<file path="src/shared/asb_pkg.sv">
// Package holding pin widths, timing counts and command types for the static memory host.
package asb_pkg;

  // Memory organisation.
  localparam int unsigned ADDR_W = 19;
  localparam int unsigned DATA_W = 16;
  localparam int unsigned LANE_W = 8;
  localparam int unsigned LANES  = 2;

  // Clock period in nanoseconds.
  localparam int unsigned CLK_PERIOD_NS = 20;

  // Pin timing in nanoseconds.
  localparam int unsigned READ_CYCLE_NS                  = 55;
  localparam int unsigned WRITE_PULSE_NS                 = 35;
  localparam int unsigned STROBE_TO_OUTPUT_OFF_DELAY_NS  = 18;
  localparam int unsigned DATA_SETUP_BEFORE_WRITE_END_NS = 25;
  localparam int unsigned OUTPUT_OFF_NS                  = 18;

  // Cycle counts; least times round up.
  localparam int unsigned READ_CYC = (READ_CYCLE_NS + CLK_PERIOD_NS - 1) / CLK_PERIOD_NS;
  localparam int unsigned PULSE_A  = (WRITE_PULSE_NS + CLK_PERIOD_NS - 1) / CLK_PERIOD_NS;
  localparam int unsigned PULSE_B  = (STROBE_TO_OUTPUT_OFF_DELAY_NS
                                      + DATA_SETUP_BEFORE_WRITE_END_NS
                                      + CLK_PERIOD_NS - 1) / CLK_PERIOD_NS;
  localparam int unsigned WRITE_CYC = (PULSE_A > PULSE_B) ? PULSE_A : PULSE_B;
  localparam int unsigned TURN_CYC  = (OUTPUT_OFF_NS + CLK_PERIOD_NS - 1) / CLK_PERIOD_NS;

  // Counter width and values.
  localparam int unsigned CNT_W = 3;
  localparam logic [CNT_W-1:0] READ_CNT  = CNT_W'(READ_CYC);
  localparam logic [CNT_W-1:0] WRITE_CNT = CNT_W'(WRITE_CYC);
  localparam logic [CNT_W-1:0] TURN_CNT  = CNT_W'(TURN_CYC);

  // Reset levels of the control pins.
  localparam logic RST_SEL_N    = 1'b1;
  localparam logic RST_SEL_HI   = 1'b0;
  localparam logic RST_STROBE_N = 1'b1;

  // Request from the user side.
  typedef struct packed {
    logic              write;
    logic [ADDR_W-1:0] addr;
    logic [DATA_W-1:0] wdata;
    logic [LANES-1:0]  lane_en;
  } asb_req_s;

  // Control pins to the memory.
  typedef struct packed {
    logic              select_low_active;
    logic              select_high_active;
    logic              write_strobe_n;
    logic              output_enable_n;
    logic              upper_lane_enable_n;
    logic              lower_lane_enable_n;
    logic [ADDR_W-1:0] addr;
  } asb_pins_s;

  // Controller states.
  typedef enum logic [1:0] {
    ST_IDLE  = 2'b00,
    ST_READ  = 2'b01,
    ST_WRITE = 2'b10,
    ST_TURN  = 2'b11
  } asb_state_e;

endpackage

</file>
<file path="src/asb_lane_io.sv">
// Data pin drivers per byte lane, with write data and read capture flops.
module asb_lane_io (
  // Clock and reset.
  input  wire logic                       clk_in,
  input  wire logic                       arst_n_in,
  // Control from the sequencer.
  input  wire logic                       load_in,
  input  wire logic                       drive_in,
  input  wire logic                       capture_in,
  input  wire logic [asb_pkg::LANES-1:0]  lane_en_in,
  input  wire logic [asb_pkg::DATA_W-1:0] wdata_in,
  // Data pins.
  input  wire logic [asb_pkg::DATA_W-1:0] dq_in,
  output logic      [asb_pkg::DATA_W-1:0] dq_out,
  output logic      [asb_pkg::DATA_W-1:0] dq_oe_out,
  // Captured read data.
  output logic      [asb_pkg::DATA_W-1:0] rdata_out
);

  genvar g;
  generate
    for (g = 0; g < asb_pkg::LANES; g++)
    begin : g_lane
      logic [asb_pkg::LANE_W-1:0] wd_reg;
      logic                       oe_reg;
      logic [asb_pkg::LANE_W-1:0] rd_reg;

      // Write data is held steady through the whole write and until the next write is taken.
      always_ff @(posedge clk_in or negedge arst_n_in)
      begin
        if (!arst_n_in)
          wd_reg <= 8'h00;
        else if (load_in)
          wd_reg <= wdata_in[g*asb_pkg::LANE_W +: asb_pkg::LANE_W];
      end

      // The lane is driven only during a write to an enabled lane.
      always_ff @(posedge clk_in or negedge arst_n_in)
      begin
        if (!arst_n_in)
          oe_reg <= 1'b0;
        else
          oe_reg <= drive_in & lane_en_in[g];
      end

      // Read data of an enabled lane is captured at the end of the read.
      always_ff @(posedge clk_in or negedge arst_n_in)
      begin
        if (!arst_n_in)
          rd_reg <= 8'h00;
        else if (capture_in && lane_en_in[g])
          rd_reg <= dq_in[g*asb_pkg::LANE_W +: asb_pkg::LANE_W];
      end

      // Lane outputs.
      assign dq_out[g*asb_pkg::LANE_W +: asb_pkg::LANE_W]    = wd_reg;
      assign dq_oe_out[g*asb_pkg::LANE_W +: asb_pkg::LANE_W] = {asb_pkg::LANE_W{oe_reg}};
      assign rdata_out[g*asb_pkg::LANE_W +: asb_pkg::LANE_W] = rd_reg;
    end
  endgenerate

endmodule

</file>
<file path="src/asb_host.sv">
// Host controller that runs read and write cycles on an asynchronous 16-bit static memory.
// How it works
// - Write spans overlap of all active signals
// - Data held until strobe ends write
// - Host never drives while memory drives
// - Strobe write long enough for turnoff plus setup
// - Strobe stays high through every read
// - Address changes at the same edge the selects assert
// - Selects and lanes always at firm levels
module asb_host (
  // Clock and reset.
  input  wire logic                       clk_in,
  input  wire logic                       arst_n_in,
  // User request.
  input  wire logic                       req_valid_in,
  input  wire asb_pkg::asb_req_s          req_in,
  output logic                            req_ready_out,
  // User answer.
  output logic                            done_out,
  output logic      [asb_pkg::DATA_W-1:0] rdata_out,
  // Memory control pins.
  output asb_pkg::asb_pins_s              pins_out,
  // Memory data pins.
  input  wire logic [asb_pkg::DATA_W-1:0] dq_in,
  output logic      [asb_pkg::DATA_W-1:0] dq_out,
  output logic      [asb_pkg::DATA_W-1:0] dq_oe_out
);

  asb_pkg::asb_state_e          state_reg;
  asb_pkg::asb_state_e          state_next;
  logic [asb_pkg::CNT_W-1:0]    cnt_reg;
  logic [asb_pkg::CNT_W-1:0]    cnt_next;
  logic [asb_pkg::ADDR_W-1:0]   addr_reg;
  logic [asb_pkg::LANES-1:0]    lane_reg;
  logic                         sel_reg;
  logic                         strobe_reg;
  logic                         oe_n_reg;
  logic                         done_reg;
  logic                         take;
  logic                         last;

  // A request is taken only while idle and with a lane enabled.
  assign req_ready_out = (state_reg == asb_pkg::ST_IDLE);
  assign take          = req_ready_out && req_valid_in && (req_in.lane_en != 2'h0);
  assign last          = (cnt_reg == 3'h1);

  // Next state and counter.
  always_comb
  begin
    state_next = state_reg;
    cnt_next   = cnt_reg;
    unique case (state_reg)
      asb_pkg::ST_IDLE:
      begin
        if (take && req_in.write)
        begin
          state_next = asb_pkg::ST_WRITE;
          cnt_next   = asb_pkg::WRITE_CNT;
        end
        else if (take)
        begin
          state_next = asb_pkg::ST_READ;
          cnt_next   = asb_pkg::READ_CNT;
        end
      end
      asb_pkg::ST_READ:
      begin
        cnt_next = cnt_reg - 3'h1;
        if (last)
        begin
          state_next = asb_pkg::ST_TURN;
          cnt_next   = asb_pkg::TURN_CNT;
        end
      end
      asb_pkg::ST_WRITE:
      begin
        cnt_next = cnt_reg - 3'h1;
        if (last)
          state_next = asb_pkg::ST_IDLE;
      end
      asb_pkg::ST_TURN:
      begin
        cnt_next = cnt_reg - 3'h1;
        if (last)
          state_next = asb_pkg::ST_IDLE;
      end
    endcase
  end

  // State register.
  always_ff @(posedge clk_in or negedge arst_n_in)
  begin
    if (!arst_n_in)
    begin
      state_reg <= asb_pkg::ST_IDLE;
      cnt_reg   <= 3'h0;
    end
    else
    begin
      state_reg <= state_next;
      cnt_reg   <= cnt_next;
    end
  end

  // Address and lanes are latched at the same edge the selects assert.
  always_ff @(posedge clk_in or negedge arst_n_in)
  begin
    if (!arst_n_in)
    begin
      addr_reg <= 19'h00000;
      lane_reg <= 2'h0;
    end
    else if (take)
    begin
      addr_reg <= req_in.addr;
      lane_reg <= req_in.lane_en;
    end
  end

  // Select is asserted for the read or write cycle and dropped otherwise.
  always_ff @(posedge clk_in or negedge arst_n_in)
  begin
    if (!arst_n_in)
      sel_reg <= 1'b0;
    else
      sel_reg <= (state_next == asb_pkg::ST_READ) || (state_next == asb_pkg::ST_WRITE);
  end

  // Strobe is low only in a write; it rises with the select so the write ends together.
  always_ff @(posedge clk_in or negedge arst_n_in)
  begin
    if (!arst_n_in)
      strobe_reg <= asb_pkg::RST_STROBE_N;
    else
      strobe_reg <= !(state_next == asb_pkg::ST_WRITE);
  end

  // Output enable is low only for a read, so writes run with memory outputs off.
  always_ff @(posedge clk_in or negedge arst_n_in)
  begin
    if (!arst_n_in)
      oe_n_reg <= 1'b1;
    else
      oe_n_reg <= !(state_next == asb_pkg::ST_READ);
  end

  // Completion pulse, one cycle after the last cycle of a transfer.
  always_ff @(posedge clk_in or negedge arst_n_in)
  begin
    if (!arst_n_in)
      done_reg <= 1'b0;
    else
      done_reg <= last && ((state_reg == asb_pkg::ST_READ) || (state_reg == asb_pkg::ST_WRITE));
  end

  // Pin drive; every control pin always has a firm level.
  always_comb
  begin
    pins_out                     = '0;
    pins_out.select_low_active   = sel_reg ? 1'b0 : asb_pkg::RST_SEL_N;
    pins_out.select_high_active  = sel_reg ? 1'b1 : asb_pkg::RST_SEL_HI;
    pins_out.write_strobe_n      = strobe_reg;
    pins_out.output_enable_n     = oe_n_reg;
    pins_out.upper_lane_enable_n = !(sel_reg && lane_reg[1]);
    pins_out.lower_lane_enable_n = !(sel_reg && lane_reg[0]);
    pins_out.addr                = addr_reg;
  end

  assign done_out = done_reg;

  // Data lanes; drive ends at the same edge the strobe rises, with no hold after it.
  asb_lane_io u_lane (
    .clk_in     (clk_in),
    .arst_n_in  (arst_n_in),
    .load_in    (take && req_in.write),
    .drive_in   (state_next == asb_pkg::ST_WRITE),
    .capture_in ((state_reg == asb_pkg::ST_READ) && last),
    .lane_en_in (take ? req_in.lane_en : lane_reg),
    .wdata_in   (req_in.wdata),
    .dq_in      (dq_in),
    .dq_out     (dq_out),
    .dq_oe_out  (dq_oe_out),
    .rdata_out  (rdata_out)
  );

endmodule

</file>
<file path="config.mk">
export PLATFORM = sky130hd
export DESIGN_NAME = asb_host
export DESIGN_NICKNAME = d
export VERILOG_FILES = /design/src/shared/asb_pkg.sv /design/src/asb_lane_io.sv /design/src/asb_host.sv
export SDC_FILE = /design/constraint.sdc
export NUM_CORES = 1
export LEC_CHECK = 0
export BUFFER_PORTS_ARGS = -buffer_cell sky130_fd_sc_hd__buf_4
export CAP_MARGIN = 5
export CORE_MARGIN = 8
export CORE_UTILIZATION = 46
export DETAILED_ROUTE_END_ITERATION = 8
export PLACE_DENSITY_LB_ADDON = 0.08
export SLEW_MARGIN = 20
export SYNTH_ARGS = -nofsm -noshare
export SYNTH_HDL_FRONTEND = slang
export SYNTH_SLANG_ARGS = --single-unit
</file>
<file path="constraint.sdc">
create_clock -name clk_in -period 2.5 [get_ports clk_in]
set_input_delay 0 -clock clk_in [delete_from_list [all_inputs] [get_ports clk_in]]
set_output_delay 0 -clock clk_in [all_outputs]
set_load 0.05 [all_outputs]
</file>
### Word level (Yosys, flattened, before mapping)

Index checks and enable logic that the tools add are counted.

* eq/ne operators: 7
* add/subtract/negate cells: 1
* bitwise logic cells: 2
* muxes and demuxes: 12
* reduce and logical (&&, ||, !) cells: 18

Operators by type and width (count)
* $mux 2: 5
* $logic_and 1x1->1: 9
* $mux 3: 3
* $pmux 3 s3: 1
* $eq 2x2->1 const B: 3
* $pmux 2 s3: 1
* $eq 2x1->1 const B: 2
* $logic_not 1->1: 4
* $eq 3x1->1 const B: 1
* $ne 3x1->1 const B: 1
* $sub 3x1->3 const B: 1
* $and 1x1->1: 2
* $logic_not 2->1: 1
* $logic_or 1x1->1: 2
* $mux 1: 2
* $reduce_bool 2->1: 1
* $reduce_or 2->1: 1

* flip-flop bits (word level): 64
* word-level logic and storage cells: 54
* output and inout port bits: 75
* input bits: 57

### Logic depth before layout (Yosys ltp)

Gate-level depths: netlist of run 1.

* depth after elaboration: 8
* depth in mapped cells: 9
* depth with buffers taken out: 9

### Hierarchy

A second synthesis of run 1 with hierarchy kept.

* cell total of the unflattened synthesis: 199
* area, all modules: 2932.8 µm²

Modules (own cells, without submodules)
* asb_host: times used 1, area each 1507.7 µm², cells each 111, sequential area each 753.2 µm²
* asb_lane_io: times used 1, area each 1425.1 µm², cells each 88, sequential area each 850.8 µm²

### Least setup slack after synthesis of run 1

OpenSTA, ideal clock, no wires.

* path kind: reg-to-reg
* start point: reg state_reg[0]
* end point: reg u_lane.g_lane[0].oe_reg
* data arrival time: 2035 ps
* data required time: 2376 ps
* period minus slack after synthesis: 2159 ps
* path slack: 341 ps
* path buffers: 0
* library setup time: 124 ps
* cell stages (with the launch flop): 9
* path through: dfrtp_1 -> inv_1 -> ha_1 -> o211ai_1 -> a21oi_1 -> o221ai_1 -> ha_1 -> inv_1 -> nor2_1

* longest elaborated chain between the ends: 8
* elaborated cells on any way between the ends: 16
* those cells by class: eq/ne: 4; mux: 6; bitwise: 1; reduce/logical: 5

RTL lines
* start: declaration: line asb_host.sv:29 `asb_pkg::asb_state_e state_reg;`
* start signal: assignment: line asb_host.sv:95 `state_reg <= asb_pkg::ST_IDLE;`
* start signal: assignment: line asb_host.sv:100 `state_reg <= state_next;`
* $logic_not 2->1 (*): line asb_host.sv:43 `assign req_ready_out = (state_reg == asb_pkg::ST_IDLE);`
* via req_ready_out: line asb_host.sv:17 `output logic req_ready_out,`
* $logic_and 1x1->1 (2 in series): line asb_host.sv:44 `assign take = req_ready_out && req_valid_in && (req_in.lane_en != 2'h0);`
* $mux 2 or $logic_and 1x1->1 (tied branches): line asb_host.sv:60, asb_host.sv:55
* $mux 2: line asb_host.sv:55 `if (take && req_in.write)`
* $pmux 2 s3: line asb_host.sv:52 `unique case (state_reg)`
* $eq 2x2->1: line asb_host.sv:176 `.drive_in (state_next == asb_pkg::ST_WRITE),`
* $and 1x1->1 (*): line asb_lane_io.sv:43 `oe_reg <= drive_in & lane_en_in[g];`
* end signal: assignment: line asb_lane_io.sv:43
* end: declaration: line asb_lane_io.sv:25 `logic oe_reg;`

Mark *: on every way through the listed nets, which the timed path passes. The rest lies on a longest branch.
A chain may end at the register's enable or synchronous reset.

### Worst setup path after layout of run 1

* start point: reg state_reg[0]
* end point: reg u_lane.g_lane[0].oe_reg

* longest elaborated chain between the ends: 8
* elaborated cells on any way between the ends: 16
* those cells by class: eq/ne: 4; mux: 6; bitwise: 1; reduce/logical: 5

RTL lines
* $logic_not 2->1: line asb_host.sv:43, asb_host.sv:52
* $logic_and 1x1->1 (2 in series): line asb_host.sv:44
* $mux 2 or $logic_and 1x1->1 (tied branches): line asb_host.sv:60, asb_host.sv:55
* $mux 2: line asb_host.sv:55
* $pmux 2 s3 (*): line asb_host.sv:52
* via state_next[1]: line asb_host.sv:30 `asb_pkg::asb_state_e state_next;`
* $eq 2x2->1 (*): line asb_host.sv:176
* $and 1x1->1 (*): line asb_lane_io.sv:43

Marks and branches as above.

==> key figures, run 1 <==
Status
  – Status: finished clean

Layout
  – Max reg flops: 19
  – Share of layout cells above drive strength 1: 0.468
  – Most frequent cells in the layout: buf_4, dfrtp_1, nand2_1, dlygate4sd3_1, mux2_2
  – Footprint of the multi-input gates: 960 um^2
  – Sequential Area: 1600 um^2
  – Utilization of the core after routing: 0.750
  – Syn-to-layout area delta: 59.2%
  – Fill cells: 417
  – Most common cell after layout, fill and taps aside: buf_4
  – Number of standard cells in the final layout excluding fillers: roughly 490
  – Final Net Count: between 400 and 500
  – Total inserted antenna cells: 0

Power
  – Power Dens Cells: 1560 nW/um^2
  – Maximum VDD drop: 1.04 mV
  – Leakage Power: 2.26 nW

Timing
  – Smallest setup slack after layout: 0.498 ns
  – Pins Over Slew Limit: 0
  – Post-route minimum period: 2.00 ns
  – Setup total negative slack: 0 ns
  – Final setup fails: 0
  – Final clock period utilization by the worst path: 0.801
  – Worst Skew: 0.00714 ns
  – Slew at the pin closest to its max-slew limit: approximately 0.8 ns
  – Headroom to the max-slew limit: 0.462
  – Setup repair after global routing missed its margin: no
  – Max Fclk: 0.499 GHz
  – Final Hold Viols: 0

Global route
  – Pin count of the biggest net entering global routing: 65
  – Global-route congestion overflow total: 0
  – GR Util All Layers: 0.183
  – Antenna violations before repair: 0
  – First-pass GRT wire length: 12500 um
  – Via count of the first global-routing pass: approximately 2500

Route
  – Met2 layer wire length in the routed design: 4060 um
  – Routed length on met1: around 3000 um
  – Wire length on met3: between 600 and 700 um
  – Top routing layer in use: met4
  – Vias per cell: 4.69
  – Number of remaining DRC errors: 0
  – WL per Instance: ~16 um
  – DRT antenna net count: 0
  – DR iter-0 viols: a little under 100
  – Overall via count from detail_route: around 2300
  – Wire length after detailed routing: 7780 um
  – DR pass1 iterations: 4

Die
  – Ports: 132
  – Die outline area: 8770 um^2
  – Placeable core region: slightly below 6000 um^2
  – Floorplan die width: roughly 94 um
  – Die Ht: 93.7 um
  – Initial standard-cell utilization of the core: 0.472
  – Cell Rows: 28

Logic synthesis
  – Post-synthesis instance area: approximately 2800 um^2
  – Total number of yosys warnings: 0
  – Mapped Cells: 233
  – Fraction of the yosys area taken by sequential cells: 0.578
  – Synthesized flop and latch total: 64
  – Synth Area per Inst: between 10 and 15 um^2
  – Post-Synthesis Net Count: 299
  – Count of different cell masters after synthesis: 29

Place
  – Place WS: 0.504 ns
  – RePlAce Congestion: 0.817
  – Total of buffers placed on input and output ports: roughly 130
  – Post-detail-place hpwl: ~5200 um
  – Post-Place Cells: 417

CTS
  – Worst-path clk slew: around 0.070 ns
  – # H-tree levels: 3
  – Setup Fix Bufs, Post-CTS: 0
  – Sinks on Clock Net: 64
  – CTS buffer count: 9
  – Clock tree root buffer cell: clkbuf_8
  – CTS tree: built
  – Clock tree buffer depth: 2
  – Insertion delay to the later sink of the worst-skew pair: 0.33 ns
  – Post-cts resize count: 0

Critical path
  – Max Fanout on Critical Path: 5
  – Crit path arrival time: ~2.2 ns
  – Critical path endpoint category: flip-flop
  – Required time worst endpoint: 2.72 ns
  – Class of the most critical setup path: reg2reg
  – Worst setup SP type: flip-flop

Hold path
  – Classification of the worst-slack hold path: in2reg

Run
  – Max cap viols: 0
==> critical path: stages (launching register included) <==
cell	delay [ns]
dfrtp_1	0.41
inv_1	0.10
ha_1	0.19
or2_2	0.30
a21o_1	0.21
and3b_1	0.18
a21o_1	0.17
ha_1	0.17
inv_1	0.10
nor2_1	0.06
==> layer usage <==
layer / vias up / GRT usage
met4: 0 / 0.0859
met5: - / 0
met1: 1107 / 0.198
met3: 11 / 0.0735
li1: 1087 / -
met2: 69 / 0.308
==> per-stage QoR <==
step / hold WS [ns] / total power [mW] / instance area (um^2)
final: 0.0933 / 6.91 / 4420
after global routing: 0.104 / 7.27 / 4420
after CTS: 0.0733 / 6.95 / 4420
after detailed placement: 0.148 / 5.96 / 3700
after global placement: 0.157 / 5.91 / 3700
after floorplan: -0.296 / 4.83 / 2780
==> kinds of logic (layout without fill, tap and decap cells) <==
kind of cell / after synthesis / after routing / synth area share
compound gates: 16 / 16 / 0.0491
fa+ha+maj: 9 / 9 / 0.0406
buf+inv: 35 / 212 / 0.0762
flops: 64 / 64 / 0.578
mux: 35 / 35 / 0.142
simple gates: 74 / 74 / 0.114
==> synth_stat cells <==
library cell,instances,area [um^2]
dfstp_2,2,52.6
o221ai_1,1,8.76
o211ai_1,1,7.51
nor2_1,5,18.8
nand2_1,57,214
a21boi_2,2,22.5
clkbuf_1,2,7.51
nand3_1,3,15.0
mux2_2,35,394
or2_2,1,6.26
o22a_1,2,17.5
and3b_1,1,8.76
ha_1,9,113
and2_1,1,6.26
o21a_1,1,7.51
nor2_4,2,22.5
a21oi_1,3,15.0
buf_2,1,5.00
a21o_1,2,15.0
inv_1,10,37.5
o31ai_1,1,7.51
a2bb2oi_1,1,8.76
nand2b_1,3,18.8
dfrtp_1,62,1550
inv_2,1,3.75
buf_4,21,158
nor2b_1,1,6.26
o2111ai_2,1,15.0
o221a_2,1,11.3
==> final timing paths <==
| path | from | slack (ns) | endpoint | cells after the start |
|---|---|---|---|---|
| setup / recovery | state_reg[0]$_DFF_PN0_ | 0.50 | u_lane.g_lane[0].oe_reg$_DFF_PN0_ | 9 |
| hold reg to reg | u_lane.g_lane[0].wd_reg[4]$_DFFE_PN0P_ | 0.48 | u_lane.g_lane[0].wd_reg[4]$_DFFE_PN0P_ | 2 |
| max in group asynchronous | arst_n_in | 1.67 | u_lane.g_lane[1].wd_reg[0]$_DFFE_PN0P_ | 2 |
| setup reg to reg | state_reg[0]$_DFF_PN0_ | 0.50 | u_lane.g_lane[0].oe_reg$_DFF_PN0_ | 9 |
| min in group asynchronous | arst_n_in | 0.29 | addr_reg[10]$_DFFE_PN0N_ | 2 |
| hold / removal | req_valid_in | 0.09 | lane_reg[0]$_DFF_PN0_ | 4 |
==> power breakdown <==
group | internal [mW] | switching [mW] | leakage (nW)
Sequential | 1.55 | 0.308 | 0.776
Clock | 0.513 | 0.387 | 0.103
Combinational | 1.34 | 2.81 | 1.38
==> cell type report <==
cell class	count	area share
Inverter	11	0.00935
Clock inverter	3	0.00907
Sequential cell	64	0.363
Timing Repair Buffer	185	0.344
Clock buffer	13	0.0360
Multi-Input combinational cell	134	0.217
Tap cell	75	0.0212
==> timing repair <==
item | 4_1_cts | 5_1_grt
setup endpoints to repair | 0 | 0
hold buffers | 52 | 0
hold endpoints to repair | 113 | 0
Note: power is estimated with default switching activity, not from simulation.
==> run 2: changes to the inputs <==
clock period = 1.95 ns   (was 2.5 ns; I/O delays follow)
==> run 2 against run 1 <==
Effect of this change: die area unchanged; sequential share of layout area is 0.62 points lower; register-to-register slack got worse by 0.44 ns; worst setup slack worse by 0.44 ns; sequential power grew 28%; count of clock-buffer cells in the layout is 2 lower; clock power is 21% higher; critical path depth is 1 lower; hold slack got worse by 0.015 ns; total power is 30% higher; cell count up 1.2%; highest routed layer unchanged.
==> key figures, run 2 (synthesis results as in run 1) <==
CTS
  – Sinks on Clock Net: 64
  – # H-tree levels: 3
  – Insertion delay to the later sink of the worst-skew pair: 0.33 ns
  – Clock tree buffer depth: 2
  – CTS tree: built
  – Worst-path clk slew: 0.07 ns
  – Clock tree root buffer cell: clkbuf_8
  – CTS buffer count: 9

Place
  – RePlAce Congestion: a little under 0.8
  – Post-Place Cells: 419
  – Total of buffers placed on input and output ports: 131
  – Place WS: -0.0366 ns
  – Post-detail-place hpwl: 5250 um

Route
  – Overall via count from detail_route: 2295
  – WL per Instance: roughly 16 um
  – Wire length after detailed routing: between 7000 and 8000 um
  – Number of remaining DRC errors: 0
  – DRT antenna net count: 0
  – Vias per cell: approximately 4.7
  – DR pass1 iterations: 4
  – DR iter-0 viols: 54

Die
  – Cell Rows: 28
  – Floorplan die width: 93.7 um
  – Ports: approximately 130
  – Die Ht: 93.7 um
  – Initial standard-cell utilization of the core: 0.472
  – Die outline area: around 9000 um^2
  – Placeable core region: 5890 um^2

Timing
  – Post-route minimum period: between 1.5 and 2 ns
  – Smallest setup slack after layout: 0.0608 ns
  – Slew at the pin closest to its max-slew limit: 0.790 ns
  – Worst Skew: 0.00734 ns
  – Max Fclk: ~0.53 GHz
  – Setup repair after global routing missed its margin: yes
  – Final setup fails: 0
  – Worst hold-check slack: 0.0787 ns
  – Headroom to the max-slew limit: 0.473
  – Pins Over Slew Limit: 0
  – Final Hold Viols: 0
  – Final clock period utilization by the worst path: 0.969

Layout
  – Total inserted antenna cells: 0
  – Syn-to-layout area delta: 61.9%
  – Most frequent cells in the layout: buf_4, dfrtp_1, nand2_1, dlygate4sd3_1, mux2_2
  – Number of standard cells in the final layout excluding fillers: 491
  – Most common cell after layout, fill and taps aside: buf_4
  – Share of layout cells above drive strength 1: 0.498
  – Final Net Count: about 480
  – Max reg flops: 19
  – Utilization of the core after routing: 0.763

Power
  – Clock group share of total power: 0.122
  – Maximum VDD drop: 1.28 mV
  – Int Pwr: 4.42 mW
  – Power Dens Cells: about 2000 nW/um^2
  – Leakage Power: 2.28 nW
  – Sw Share: 0.508
  – Switching pwr: 4.58 mW
  – Share of total power in sequential cells: 0.266
  – Total power of the final layout: 9.00 mW
  – Gate power share: 0.613

Critical path
  – Crit path arrival time: approximately 2.1 ns
  – Required time worst endpoint: 2.18 ns
  – Class of the most critical setup path: reg2reg
  – Worst setup SP type: flip-flop
  – Critical path endpoint category: flip-flop
  – Max Fanout on Critical Path: 4

Hold path
  – Classification of the worst-slack hold path: in2reg

Global route
  – Global-route congestion overflow total: 0
  – Via count of the first global-routing pass: ~2600
  – Antenna violations before repair: 0
  – GR Util All Layers: 0.182
  – Pin count of the biggest net entering global routing: 65
  – First-pass GRT wire length: 12600 um

Status
  – Status: finished clean

Run
  – Max cap viols: 0
==> run 2: changes by cell type in the layout (fill, tap and decap cells not counted), sizes merged <==
| cell | before | now |
|---|---|---|
| clkinv | 2 | 4 |
| clkbuf | 13 | 11 |
| buf | 133 | 139 |
==> run 2: layer usage <==
layer  GRT usage  share of wire  vias up
met1       0.197           0.38     1100
met2       0.312           0.51       86
met3      0.0807           0.10        8
li1            -              -     1101
met4      0.0555          0.013        0
met5           0              0        -
==> run 2: cell type report <==
cell class	instances	area, um^2
sequential	64	1600
multi-input combinational	134	998
fill	398	1390
clock inverter	5	57.6
tap	75	93.8
clock buffer	11	131
timing repair buffer	191	1560
inverter	11	43.8
==> run 2: per-stage QoR <==
step	instance area, um^2	setup TNS [ns]
floorplan	2780	0
global placement	3710	0
detailed placement	3710	-0.0850
CTS	4430	0
global route	4490	-0.235
finish	4490	0
==> run 2: timing repair <==
action,in CTS,in global routing
hold buffers,52,0
hold endpoints to repair,113,0
setup endpoints to repair,3,21
resized for setup,2,10
pin swaps,0,5
setup buffers,1,3
==> run 2: critical path, stage by stage (launching register included) <==
cell	delay, ns
dfrtp_1	0.43
inv_2	0.08
ha_2	0.19
or2_4	0.23
a21o_1	0.18
and3b_1	0.20
a21o_1	0.19
ha_4	0.27
inv_1	0.03
==> run 2: power by group through the flow <==
stage	registers (mW)	logic [mW]	clock network (mW)
floorplan	4.20	1.99	0
global placement	2.36	5.21	0
detailed placement	2.39	5.27	0
CTS	2.37	5.39	1.13
global route	2.48	5.82	1.17
finish	2.39	5.51	1.09
==> run 2: worst paths after layout <==
check | start | end | slack [ns] | cells after the start
worst max-delay path | state_reg[0]$_DFF_PN0_ | sel_reg$_DFF_PN0_ | 0.06 | 8
worst min-delay path | req_valid_in | lane_reg[1]$_DFF_PN0_ | 0.08 | 4
worst max register to register | state_reg[0]$_DFF_PN0_ | sel_reg$_DFF_PN0_ | 0.06 | 8
worst min register to register | u_lane.g_lane[1].wd_reg[3]$_DFFE_PN0P_ | u_lane.g_lane[1].wd_reg[3]$_DFFE_PN0P_ | 0.48 | 2
max in group asynchronous | arst_n_in | state_reg[1]$_DFF_PN0_ | 1.14 | 2
min in group asynchronous | arst_n_in | addr_reg[9]$_DFFE_PN0N_ | 0.28 | 2
==> run 3: changes to the inputs <==
REMOVE_ABC_BUFFERS = 1   (was not set)
==> run 3 against run 2 <==
Effect of this change: first-iteration DRC count up 7.4%; maximum frequency is 0.50% lower; via count shrank 0.39%; clock power about the same; core utilization barely moved; hold slack gained 0.014 ns; worst setup slack got worse by 0.0096 ns.
==> key figures, run 3 (synthesis results as in run 1) <==
CTS
  – # H-tree levels: 3
  – Clock tree buffer depth: 2
  – Worst-path clk slew: 0.07 ns
  – Sinks on Clock Net: between 60 and 70
  – Insertion delay to the later sink of the worst-skew pair: 0.32 ns
  – CTS tree: built
  – Clock tree root buffer cell: clkbuf_8
  – CTS buffer count: 9

Power
  – Maximum VDD drop: 1.28 mV
  – Leakage Power: roughly 2.3 nW
  – Power Dens Cells: 2000 nW/um^2
  – Total power of the final layout: 8.97 mW

Critical path
  – Crit path top cell by count: a21o_1
  – Critical Path Stages: 8
  – Class of the most critical setup path: reg2reg
  – Family with the most delay on the worst path: simple AND/OR/NAND/NOR gates
  – Startpoint of the worst setup timing path: state_reg[0]$_DFF_PN0_
  – Crit path arrival time: 2.12 ns
  – CP cell instances: inv_2 > ha_2 > or2_4 > a21o_1 > and3b_2 > a21o_1 > ha_4 > inv_1
  – Worst reg-to-reg path cell count: 8
  – Critical path endpoint category: flip-flop
  – Max Fanout on Critical Path: 3
  – Worst setup SP type: flip-flop
  – CP max stage delay: 0.39 ns
  – Sum of buffers and inverters on the critical path: 2
  – RR Endpoint: sel_reg$_DFF_PN0_
  – Reg2Reg Setup Slack: 0.05 ns
  – End point of the critical path: sel_reg$_DFF_PN0_
  – Library cell contributing the largest single delay on the critical path: dfrtp_1
  – Launching point of the worst reg2reg path: state_reg[0]$_DFF_PN0_
  – Required time worst endpoint: 2.17 ns

Route
  – Wire length after detailed routing: 7760 um
  – DRT antenna net count: 0
  – WL per Instance: 15.8 um
  – Vias per cell: 4.66
  – Overall via count from detail_route: 2286
  – Number of remaining DRC errors: 0
  – DR iter-0 viols: a little under 60
  – DR pass1 iterations: 4

Die
  – Initial standard-cell utilization of the core: 0.472
  – Die outline area: 8770 um^2
  – Cell Rows: 28
  – Placeable core region: 5890 um^2
  – Die Ht: 93.7 um
  – Ports: 132
  – Floorplan die width: 93.7 um

Layout
  – Most common cell after layout, fill and taps aside: buf_4
  – Number of standard cells in the final layout excluding fillers: around 490
  – Max reg flops: 19
  – Most frequent cells in the layout: buf_4, dfrtp_1, nand2_1, dlygate4sd3_1, mux2_2
  – Final Net Count: 478
  – Total inserted antenna cells: 0
  – Syn-to-layout area delta: 61.9%
  – Fill cells: between 400 and 500
  – Share of layout cells above drive strength 1: 0.502

Global route
  – Met3 global-route usage: 0.0815
  – Global-route congestion overflow total: 0
  – Global routing met1 resource utilization: 0.195
  – Antenna violations before repair: 0
  – GR Util All Layers: 0.184
  – First-pass GRT wire length: around 13000 um
  – Pin count of the biggest net entering global routing: 65
  – Met2 track utilization from global routing: 0.315
  – Most crowded layer after global routing: met2
  – Via count of the first global-routing pass: between 2000 and 3000

Timing
  – Slew at the pin closest to its max-slew limit: 0.808 ns
  – Worst Skew: ~0.0058 ns
  – Max Fclk: 0.527 GHz
  – Headroom to the max-slew limit: 0.461
  – Setup total negative slack: 0 ns
  – Pins Over Slew Limit: 0
  – Final Hold Viols: 0
  – Smallest setup slack after layout: 0.0512 ns
  – Worst hold-check slack: just over 0.09 ns
  – Final clock period utilization by the worst path: 0.974
  – Final setup fails: 0
  – Post-route minimum period: 1.90 ns

Place
  – Total of buffers placed on input and output ports: ~130
  – Post-Place Cells: 421
  – RePlAce Congestion: 0.818
  – Post-detail-place hpwl: between 4000 and 5000 um
  – Place WS: 0.0180 ns

Status
  – Status: finished clean

Hold path
  – Classification of the worst-slack hold path: in2reg

Run
  – Max cap viols: 0
run 3: area by class of cell:
class / instances / area, um^2 / area share
clock inverter: 4 / 45.0 / 0.0100
multi-input combinational: 134 / 995 / 0.221
timing repair buffer: 192 / 1570 / 0.350
inverter: 11 / 41.3 / 0.00919
clock buffer: 11 / 141 / 0.0315
sequential: 64 / 1600 / 0.357
tap: 75 / 93.8 / 0.0209
run 3: routing by layer:
| layer | wire length, um | vias up |
|---|---|---|
| met4 | 127 | 0 |
| met5 | 0 | - |
| met1 | 2960 | 1082 |
| met3 | 778 | 13 |
| li1 | - | 1105 |
| met2 | 3890 | 86 |
run 3: how the worst min path moves through the flow:
stage | from | endpoint | slack [ns] | depth (start not counted)
5_1_grt | req_valid_in | lane_reg[1]$_DFF_PN0_ | 0.13 | 4
3_5_place_dp | arst_n_in | done_out$_DFF_PN0_ | 0.15 | 1
2_1_floorplan | arst_n_in | addr_reg[0]$_DFFE_PN0N_ | -0.30 | 0
3_3_place_gp | arst_n_in | u_lane.g_lane[0].rd_reg[5]$_DFFE_PN0P_ | 0.15 | 1
4_1_cts | req_valid_in | lane_reg[0]$_DFF_PN0_ | 0.09 | 4
6_report | req_valid_in | lane_reg[0]$_DFF_PN0_ | 0.09 | 4
run 3: power by group:
group / internal (mW) / leakage [nW] / switching, mW
clock: 0.612 / 0.0989 / 0.471
sequential: 1.98 / 0.776 / 0.377
combinational: 1.85 / 1.41 / 3.67
run 3: metrics by stage:
step | utilization | cell area, um^2
3_5_place_dp | 0.633 | 3730
5_1_grt | 0.763 | 4490
2_1_floorplan | - | 2610
3_3_place_gp | 0.633 | 3730
6_report | 0.763 | 4490
4_1_cts | 0.755 | 4440
run 3: what timing repair did:
item                       4_1_cts  5_1_grt
setup endpoints to repair        2       21
resized for setup                0       12
pin swaps                        1        3
hold buffers                    52        0
setup buffers                    1        2
hold endpoints to repair       113        0
run 3: worst min-delay path, stage by stage:
cell and delay, ns:
buf_4 0.12, nand3_1 0.10, a21boi_2 0.10, inv_1 0.06
